**config.mk**
```make
export PLATFORM = sky130hd
export DESIGN_NAME = qsp_port
export DESIGN_NICKNAME = d
export VERILOG_FILES = /design/src/hw/qsp_port.v /design/src/hw/qsp_sync.v
export VERILOG_INCLUDE_DIRS = /design/src /design/src/include
export SDC_FILE = /design/constraint.sdc
export NUM_CORES = 1
export LEC_CHECK = 0
export ABC_AREA = 1
export BUFFER_PORTS_ARGS = -buffer_cell sky130_fd_sc_hd__buf_2
export CORE_MARGIN = 2
export CORE_UTILIZATION = 30
export CTS_BUF_LIST = sky130_fd_sc_hd__clkbuf_8 sky130_fd_sc_hd__clkbuf_16
export DETAILED_ROUTE_END_ITERATION = 10
export MAX_ROUTING_LAYER = met4
export PLACE_DENSITY = 0.5
export SLEW_MARGIN = 40
export SYNTH_ARGS = -nofsm -noshare
export SYNTH_HDL_FRONTEND = slang
export SYNTH_SLANG_ARGS = --single-unit
```
**constraint.sdc**
```tcl
create_clock -name clk_i -period 21.1 [get_ports clk_i]
set_input_delay 2.11 -clock clk_i [delete_from_list [all_inputs] [get_ports clk_i]]
set_output_delay 2.11 -clock clk_i [all_outputs]
set_load 0.05 [all_outputs]
```
**src/include/qsp_defines.vh**
```
// constants for the quad-rate burst sram port block
`ifndef QSP_DEFINES_VH
`define QSP_DEFINES_VH
`define QSP_DATA_W 36
`define QSP_HALF_W 18
`define QSP_ADDR_W 20
`define QSP_LOCK_NS 20480
`define QSP_CLK_NS 25
`define QSP_LAT_DLL 2
`define QSP_LAT_BYP 1
`define QSP_BEATS 4
`define QSP_ST_IDLE 3'h1
`define QSP_ST_WAIT 3'h2
`define QSP_ST_LOCK 3'h4
`endif
```
**src/hw/qsp_port.v**
```verilog
// device side port logic of the quad-rate burst-of-four sram
`timescale 1ns/1ps
`include "qsp_defines.vh"
// Notes on behaviour
// - address and selects sampled only at main strobe rising edge
// - write beats taken at rising edges of both input strobes
// - echo strobes toggle always, even while read data is idle
// - echo strobe edges launched together with read data changes
// - delay-loop disable low bypasses loop and clears lock
// - disable high starts loop; locked only after lock time
// - loop off gives one-cycle read latency; host limits to 167 MHz
// - valid flag high exactly while read data driven, echo aligned
// - address ignored in cycles with no read or write selected
// - narrow mode uses write bits 0..17 only
// - narrow mode drives read bits 0..17, upper bits unused
// - read bus driven only in answer to read commands
// - write select low registers address and starts a write
// - read select low registers address and starts a read
// - each access is four beats over two cycles
// - first read beat one cycle after command (two with loop locked), then alternating
module qsp_port #(
    parameter DATA_W = `QSP_DATA_W,
    parameter ADDR_W = `QSP_ADDR_W,
    parameter LOCK_NS = `QSP_LOCK_NS
) (
    // clock, reset, enable
    input wire clk_i,
    input wire reset_i,
    input wire ce_i,
    // configuration
    input wire narrow_mode_i,
    input wire loop_enable_i,
    // input strobes and command pins
    input wire strobe_i,
    input wire strobe_n_i,
    input wire read_sel_n_i,
    input wire write_sel_n_i,
    input wire [ADDR_W-1:0] address_pins_i,
    input wire [DATA_W-1:0] write_data_in_i,
    // read side pins
    output reg [DATA_W-1:0] read_data_out_o,
    output reg read_data_oe_o,
    output reg echo_strobe_o,
    output reg echo_strobe_n_o,
    output reg read_valid_flag_o,
    output wire loop_locked_o,
    // user side: write beats and read requests
    output reg wr_beat_valid_o,
    output reg [ADDR_W+1:0] wr_beat_addr_o,
    output reg [DATA_W-1:0] wr_beat_data_o,
    output reg rd_req_valid_o,
    output reg [ADDR_W+1:0] rd_req_addr_o,
    input wire [DATA_W-1:0] rd_beat_data_i
);
    localparam LOCK_CYC = (LOCK_NS + `QSP_CLK_NS - 1) / `QSP_CLK_NS;
    localparam CW = 16;
    // sized copies so counters take them without dropping bits
    localparam [CW-1:0] LOCK_LAST = LOCK_CYC - 1;
    localparam [1:0] LAT_DLL = `QSP_LAT_DLL;
    localparam [1:0] LAT_BYP = `QSP_LAT_BYP;
    ////////////////////////////////////////////////////////////////////////
    wire k_rise;
    wire kn_rise;
    wire loop_lvl;
    reg [ADDR_W-1:0] rs_sync1;
    reg [ADDR_W-1:0] rs_sync2;
    reg [DATA_W-1:0] d_sync1;
    reg [DATA_W-1:0] d_sync2;
    reg [3:0] sel_sync;
    qsp_sync u_k (.clk_i(clk_i), .reset_i(reset_i), .ce_i(ce_i),
        .async_i(strobe_i), .level_o(), .rise_o(k_rise));
    qsp_sync u_kn (.clk_i(clk_i), .reset_i(reset_i), .ce_i(ce_i),
        .async_i(strobe_n_i), .level_o(), .rise_o(kn_rise));
    qsp_sync u_dl (.clk_i(clk_i), .reset_i(reset_i), .ce_i(ce_i),
        .async_i(loop_enable_i), .level_o(loop_lvl), .rise_o());
    // buses share the strobe's two-flop delay so they line up with edges
    always @(posedge clk_i or posedge reset_i) begin
        if (reset_i) begin
            rs_sync1 <= {ADDR_W{1'b0}};
            rs_sync2 <= {ADDR_W{1'b0}};
            d_sync1 <= {DATA_W{1'b0}};
            d_sync2 <= {DATA_W{1'b0}};
            sel_sync <= 4'hf;
        end else if (ce_i) begin
            rs_sync1 <= address_pins_i;
            rs_sync2 <= rs_sync1;
            d_sync1 <= write_data_in_i;
            d_sync2 <= d_sync1;
            sel_sync <= {sel_sync[1:0], read_sel_n_i, write_sel_n_i};
        end
    end
    ////////////////////////////////////////////////////////////////////////
    // delay-loop lock state
    reg [2:0] lk_state;
    reg [2:0] next_lk_state;
    reg [CW-1:0] lk_cnt;
    always @* begin
        next_lk_state = lk_state;
        case (lk_state)
            `QSP_ST_IDLE: if (loop_lvl) next_lk_state = `QSP_ST_WAIT;
            `QSP_ST_WAIT: begin
                if (!loop_lvl)
                    next_lk_state = `QSP_ST_IDLE;
                else if (lk_cnt == LOCK_LAST)
                    next_lk_state = `QSP_ST_LOCK;
            end
            `QSP_ST_LOCK: if (!loop_lvl) next_lk_state = `QSP_ST_IDLE;
            default: next_lk_state = `QSP_ST_IDLE;
        endcase
    end
    always @(posedge clk_i or posedge reset_i) begin
        if (reset_i) begin
            lk_state <= `QSP_ST_IDLE;
            lk_cnt <= {CW{1'b0}};
        end else if (ce_i) begin
            lk_state <= next_lk_state;
            if (lk_state != `QSP_ST_WAIT)
                lk_cnt <= {CW{1'b0}};
            else
                lk_cnt <= lk_cnt + 16'h0001;
        end
    end
    assign loop_locked_o = (lk_state == `QSP_ST_LOCK);
    ////////////////////////////////////////////////////////////////////////
    // command capture and write beats
    // selects count only at a main strobe rise
    wire rd_cmd = k_rise & ~sel_sync[3];
    wire wr_cmd = k_rise & ~sel_sync[2];
    wire wr_start;
    wire [DATA_W-1:0] wmask;
    reg [ADDR_W-1:0] wr_addr;
    reg [ADDR_W-1:0] wr_next_addr;
    reg wr_pend;
    reg [2:0] wr_beat;
    // first beat on the next main rise
    assign wr_start = k_rise & wr_pend;
    // upper write bits unused in narrow mode
    assign wmask = narrow_mode_i ?
        {{(DATA_W-`QSP_HALF_W){1'b0}}, {`QSP_HALF_W{1'b1}}} : {DATA_W{1'b1}};
    always @(posedge clk_i or posedge reset_i) begin
        if (reset_i) begin
            wr_addr <= {ADDR_W{1'b0}};
            wr_next_addr <= {ADDR_W{1'b0}};
            wr_pend <= 1'b0;
            wr_beat <= 3'h0;
            wr_beat_valid_o <= 1'b0;
            wr_beat_addr_o <= {(ADDR_W+2){1'b0}};
            wr_beat_data_o <= {DATA_W{1'b0}};
            rd_req_valid_o <= 1'b0;
            rd_req_addr_o <= {(ADDR_W+2){1'b0}};
        end else if (ce_i) begin
            wr_beat_valid_o <= 1'b0;
            rd_req_valid_o <= 1'b0;
            if (wr_start)
                wr_pend <= 1'b0;
            // new command wins over the clear
            if (wr_cmd) begin
                wr_next_addr <= rs_sync2;
                wr_pend <= 1'b1;
            end
            // beats on main and inverted strobe rises
            if (wr_start) begin
                wr_beat_valid_o <= 1'b1;
                wr_beat_addr_o <= {wr_next_addr, 2'h0};
                wr_beat_data_o <= d_sync2 & wmask;
                wr_addr <= wr_next_addr;
                wr_beat <= 3'h1;
            end else if ((k_rise || kn_rise) && wr_beat != 3'h0) begin
                wr_beat_valid_o <= 1'b1;
                wr_beat_addr_o <= {wr_addr, wr_beat[1:0]};
                wr_beat_data_o <= d_sync2 & wmask;
                wr_beat <= (wr_beat == `QSP_BEATS - 1) ?
                    3'h0 : wr_beat + 3'h1;
            end
            if (rd_cmd) begin
                rd_req_valid_o <= 1'b1;
                rd_req_addr_o <= {rs_sync2, 2'h0};
            end
        end
    end
    ////////////////////////////////////////////////////////////////////////
    // read pipeline and echo strobes
    wire any_rise;
    wire rd_go;
    reg [1:0] rd_wait;
    reg [2:0] rd_beat;
    assign any_rise = k_rise | kn_rise;
    // burst opens on the main rise ending the latency
    assign rd_go = k_rise & (rd_wait == 2'h1);
    always @(posedge clk_i or posedge reset_i) begin
        if (reset_i) begin
            rd_wait <= 2'h0;
            rd_beat <= 3'h0;
            read_data_out_o <= {DATA_W{1'b0}};
            read_data_oe_o <= 1'b0;
            read_valid_flag_o <= 1'b0;
            echo_strobe_o <= 1'b0;
            echo_strobe_n_o <= 1'b1;
        end else if (ce_i) begin
            if (k_rise) begin
                echo_strobe_o <= 1'b1;
                echo_strobe_n_o <= 1'b0;
            end else if (kn_rise) begin
                echo_strobe_o <= 1'b0;
                echo_strobe_n_o <= 1'b1;
            end
            // latency follows loop lock at command time
            if (rd_cmd)
                rd_wait <= loop_locked_o ? LAT_DLL : LAT_BYP;
            else if (k_rise && rd_wait != 2'h0)
                rd_wait <= rd_wait - 2'h1;
            if (any_rise && (rd_go || rd_beat != 3'h0)) begin
                // drive only for reads; narrow mask
                read_data_out_o <= rd_beat_data_i & wmask;
                read_data_oe_o <= 1'b1;
                read_valid_flag_o <= 1'b1;
                if (rd_go)
                    rd_beat <= 3'h1;
                else if (rd_beat == `QSP_BEATS - 1)
                    rd_beat <= 3'h0;
                else
                    rd_beat <= rd_beat + 3'h1;
            end else if (any_rise) begin
                read_data_oe_o <= 1'b0;
                read_valid_flag_o <= 1'b0;
            end
        end
    end
endmodule

```
**src/hw/qsp_sync.v**
```verilog
// two-flop synchroniser with rising edge detect
`timescale 1ns/1ps
`include "qsp_defines.vh"
module qsp_sync (
    // clock and reset
    input wire clk_i,
    input wire reset_i,
    input wire ce_i,
    // asynchronous level in, synced level and edge out
    input wire async_i,
    output wire level_o,
    output wire rise_o
);
    reg meta;
    reg sync;
    reg prev;
    // no edge until prev holds a real sample: a pin idling high
    // would otherwise fake a rise right after reset
    reg [2:0] warm;
    always @(posedge clk_i or posedge reset_i) begin
        if (reset_i) begin
            meta <= 1'b0;
            sync <= 1'b0;
            prev <= 1'b0;
            warm <= 3'h0;
        end else if (ce_i) begin
            meta <= async_i;
            sync <= meta;
            prev <= sync;
            warm <= {warm[1:0], 1'b1};
        end
    end
    assign level_o = sync;
    assign rise_o = ce_i & warm[2] & sync & ~prev;
endmodule

```
Word-level counts from Yosys, hierarchy flattened:

Cells that the tools add are included.

* register bits after elaboration: 317
* word-level logic and storage cells: 117

* add/sub/neg operators: 4
* equality and inequality tests: 11
* multiplexer cells: 30
* bitwise logic cells: 17
* reduce and logical (&&, ||, !) cells: 23

Operators with widths (number)
* 36-bit two-way mux: 3
* 36-bit bitwise AND: 2
* 22-bit two-way mux: 2
* 3-bit two-way mux: 9
* 2-bit AND reduction: 9
* 16-bit by 1-bit adder with 16-bit output, second input constant: 1
* 16-bit by 10-bit == test with 1-bit output, second input constant: 1
* 16-bit two-way mux: 1
* 2-bit nonzero test: 6
* 1-bit two-way mux: 11
* 1-bit bitwise AND: 10
* 3-bit by 2-bit == test with 1-bit output, second input constant: 3
* 3-bit case mux with 3 select lines: 1
* 3-bit by 1-bit adder with 3-bit output, second input constant: 2
* 2-bit two-way mux: 3
* 3-bit nonzero test: 2
* 1-bit NOT: 4
* 4-bit AND reduction: 1
* 3-bit by 1-bit == test with 1-bit output, second input constant: 1
* 3-bit == test, second input constant: 1
* 1-bit logical AND: 3
* 3-bit by 2-bit inequality test with 1-bit output, second input constant: 1
* 3-bit inequality test, second input constant: 1
* 2-bit by 1-bit == test with 1-bit output, second input constant: 1
* other kinds (5): 6

Longest topological paths before layout:

* word-level depth: 8
* mapped depth: 11

Cells and area by module:

A second synthesis with hierarchy kept.

* cells, all modules: 1420
* area total of the unflattened synthesis: 12788.5 µm²

By module, submodules not included
* qsp_port: times used 1, cells each 1339, area each 12079.1 µm², seq. area each 7589.8 µm²
* qsp_sync: times used 3, cells each 27, area each 236.5 µm², seq. area each 150.1 µm²

Least setup slack after synthesis:

OpenSTA, ideal clock, no wires.

* path type: input to register
* start point: in ce_i
* end point: reg wr_beat_data_o[0]
* data arrival time: 3087 ps
* required time: 20981 ps
* slack: 17893 ps
* cell stages on the path: 11
* buffers on the path: 2
* path through: nand2_2 > inv_1 > nand3_2 > nand2_2 > nand2_2 > nand2_2 > inv_2 > buf_2 > buf_6 > nand2_1 > nand2_1

* cells in the longest elaborated chain, start to end: 7
* elaborated cells on any way between the ends: 12
* those cells by class: mux (1); bitwise (7); reduce/logical (4)

Ends and longest elaborated chain
* from (decl): line qsp_port.v:29 `input wire ce_i,`
* 1-bit bitwise AND (3 in series): line qsp_sync.v:34 `assign rise_o = ce_i & warm[2] & sync & ~prev;`
* 1-bit logical OR: line qsp_port.v:168 `end else if ((k_rise || kn_rise) && wr_beat != 3'h0) begin`
* 1-bit logical AND: line qsp_port.v:168
* 2-bit nonzero test (no line)
* 2-bit AND reduction (no line)
* to (signal assigned): line qsp_port.v:148 `wr_beat_data_o <= {DATA_W{1'b0}};`
* to (signal assigned): line qsp_port.v:165 `wr_beat_data_o <= d_sync2 & wmask;`
* to (signal assigned): line qsp_port.v:171 `wr_beat_data_o <= d_sync2 & wmask;`
* to (decl): line qsp_port.v:50 `output reg [DATA_W-1:0] wr_beat_data_o,`

Several ways; a longest one is shown, not always the timed one.
A chain may end at the register's enable or synchronous reset.

Final worst setup path:

* start point: in ce_i
* end point: reg read_data_out_o[30]

* cells in the longest elaborated chain, start to end: 7
* elaborated cells on any way between the ends: 11
* those cells by class: bitwise (8); reduce/logical (3)

Ends and longest elaborated chain
* 1-bit bitwise AND (3 in series): line qsp_sync.v:34
* 1-bit bitwise AND: line qsp_port.v:189 `assign rd_go = k_rise & (rd_wait == 2'h1);`
* 1-bit logical OR: line qsp_port.v:212 `if (any_rise && (rd_go || rd_beat != 3'h0)) begin`
* 1-bit logical AND: line qsp_port.v:212
* 2-bit AND reduction (no line) (*)
* to (signal assigned): line qsp_port.v:194 `read_data_out_o <= {DATA_W{1'b0}};`
* to (signal assigned): line qsp_port.v:214 `read_data_out_o <= rd_beat_data_i & wmask;`
* to (decl): line qsp_port.v:41 `output reg [DATA_W-1:0] read_data_out_o,`

Every way passes the cells marked *; elsewhere a longest branch is shown, timed or not.

==> results.toml <==
[logic_synthesis]
synth_area_leaders = "dfrtp_1 61%, nand2_1 19%, o21ai_0 5.1%, inv_1 3.4%, nand3_1 2.3%"
yosysSeqAreaShare_pct = 62.6
avgSynthCellArea_sq_um = 8.71
synth_top_area_cell = "dfrtp_1"
ys_types = 25
yosysTopAreaCellShare_pct = 61.3
synth_area_sq_um = 12600
synthesis.instances = 1443
yosys_warnings = 0
ys_ff_latch = 314

[layout]
area_growth_pct = 21.3
layout_common_cells = "641 x nand2_1, 308 x dfrtp_1, 220 x buf_2"
drive_gt1_share_pct = 18.4
finalNetCount = 1749
final_common_cell = "nand2_1"
nFillCells = 4313

[placement]
dp_slack_ns = 15.92
dpl.hpwl_um = 20200
place_congestion = 0.748
port_buffers = 221

[floorplan]
start_util_pct = 30.6
die_area_sq_um = 43600
rows = 74
die_h_um = 209
core_region_area_sq_um = 41100
ioPinCount = 224
fp.dieW_um = 209

[clock_tree]
cts_resized = 0
cts-buffers-inserted = 37
h-tree-depth = 2
cts_sinks = 314
clockBufferDepth = 3
clock_latency_ns = 0.54
cts_tree = "done"
cts_setup_buffers = 0
clk_pin_slew_ns = 0.06
cts-root-buf = "clkbuf_16"
hold_buffers = 0

[drt]
drt_pre_antenna_iters = 4
wirelength_um = 30800
num_vias = 9435
first_iter_violations = 591
wire_per_inst_um = 14.0
drcViolationCount = 0
vias_per_cell = 4.29
drtAntennaViolNets = 0

[min_path]
worstHoldPathCells = 2
worstHoldPathType = "register to register"

[power_and_ir_drop]
p_leak_uw = 0.00845
ir_worst_vdd_uv = 50.8
powerDensity_nw_per_um2 = 135

[timing]
drv_slew = 0
slew_headroom_pct = 49.4
tns_ns = 0
fin_skew_ns = 0.0223
hold_violations = 0
post-route-period-util_pct = 20.2
timing.final.ws_setup_ns = 16.84
worst_pin_slew_ns = 0.760
fin_crit_ns = 4.26
timing.fmax_mhz = 235
setup_viol = 0
rsz0062_at_grt = "no"

[setup_path]
worst-setup-path-type = "primary input to register"
rr_worst_depth = 9
crit_path_frequent_cell = "nand2_1"
path_cells = "buf_6 > nand2_2 > nor3_4 > nand2_1 > nand3_1 > buf_4 > nand2_1 > buf_4 > nand2_1 > nand2_1"
cp_slowest_stage_delay_ns = 0.46
slowest_stage = "nand2_1"
cp_max_fo = 92
crit_arrival_ns = 4.69
start_kind = "primary input"
cp.required_ns = 21.53
cp-end-kind = "register"

[grt]
grt_pass1_wl_um = 51000
grt_pass1_vias = 9431
grt_use_total_pct = 14.9
grt_max_degree = 132
grt_antenna_before_repair = 2
grt-ovfl-total = 0

[job]
maxCapViolations = 0

[status]
status = "complete, no violations"
[layer usage]
layer	vias up	share of wire [%]	GRT usage (%)
met3	46	4.4	2.92
met5	-	0	-
met2	164	46	23.4
li1	4846	-	-
met1	4379	47	19.5
met4	0	2.2	4.83
[synthesized netlist by cell type]
cell	instances
a21boi_0	1
a21oi_1	10
and3_1	1
buf_1	6
buf_2	10
buf_4	8
buf_6	7
clkbuf_1	43
conb_1	1
dfrtp_1	308
dfstp_2	6
ha_1	7
inv_1	114
inv_2	4
nand2_1	642
nand2_2	5
nand3_1	57
nand3_2	2
nand3b_1	1
nand4_1	4
nor2_1	70
nor3_1	6
nor3_4	1
o21ai_0	128
or2_2	1
[critical path, delay by kind of cell]
family,cells,cell delay (ns)
simple gates,7,1.34
buf+inv,3,1.18
[metrics by stage]
| stage | total power (uW) | utilization, % | area (sq um) | std cells | hold slack, ns |
|---|---|---|---|---|---|
| CTS | 2100 | 37.0 | 15200 | 2198 | 0.461 |
| global placement | 1470 | 34.2 | 14100 | 2134 | 0.449 |
| detailed placement | 1480 | 34.2 | 14100 | 2134 | 0.449 |
| floorplan | 1310 | - | 12600 | 1444 | 0.437 |
| finish | 2060 | 37.1 | 15300 | 2200 | 0.460 |
| global route | 2190 | 37.1 | 15300 | 2200 | 0.485 |
[path summary, 6_finish.rpt]
kind | startpoint | end | slack [ns]
setup / recovery | ce_i | read_data_out_o[30]$_DFFE_PP0P_ | 16.84
hold / removal | rs_sync1[14]$_DFFE_PP0P_ | rs_sync2[14]$_DFFE_PP0P_ | 0.46
setup reg to reg | u_kn.warm[2]$_DFFE_PP0P_ | read_data_out_o[30]$_DFFE_PP0P_ | 18.55
hold reg to reg | rs_sync1[14]$_DFFE_PP0P_ | rs_sync2[14]$_DFFE_PP0P_ | 0.46
max in group asynchronous | reset_i | read_data_out_o[5]$_DFFE_PP0P_ | 18.22
min in group asynchronous | reset_i | wr_beat_addr_o[19]$_DFFE_PP0P_ | 1.68
[area by class of cell]
type	instances	area, sq um	share of cell area (%)
multi-input cells	938	3900	25.6
repair buffers	232	1210	7.91
well taps	532	666	4.36
flip-flops and latches	314	7870	51.6
clock buffers	42	1020	6.67
inverters	118	455	2.99
clock inverters	22	135	0.886
diodes	2	5.00	0.0328
[registers in the layout (all words and copies together), names as in the netlist, 16 cells and up]
name / count
wr_addr: 20
read_data_out_o: 36
wr_beat_addr_o: 22
rs_sync2: 20
rs_sync1: 20
wr_beat_data_o: 36
d_sync1: 36
lk_cnt: 16
d_sync2: 36
wr_next_addr: 20
rd_req_addr_o: 20
[kinds of logic (layout without fill, tap and decap cells)]
group / Yosys count / after routing / share of synthesized area, %
compound gates: 139 / 139 / 5.55
fa+ha+maj: 7 / 7 / 0.697
buf+inv: 192 / 414 / 6.49
flops: 314 / 314 / 62.6
other cells: 1 / 4 / 0.0298
simple gates: 790 / 790 / 24.7
[where the power goes]
part / switching, uW / internal [uW]
registers: 76.8 / 747
logic: 495 / 139
clock network: 251 / 356
No activity file was read; power rests on OpenSTA's default activity.
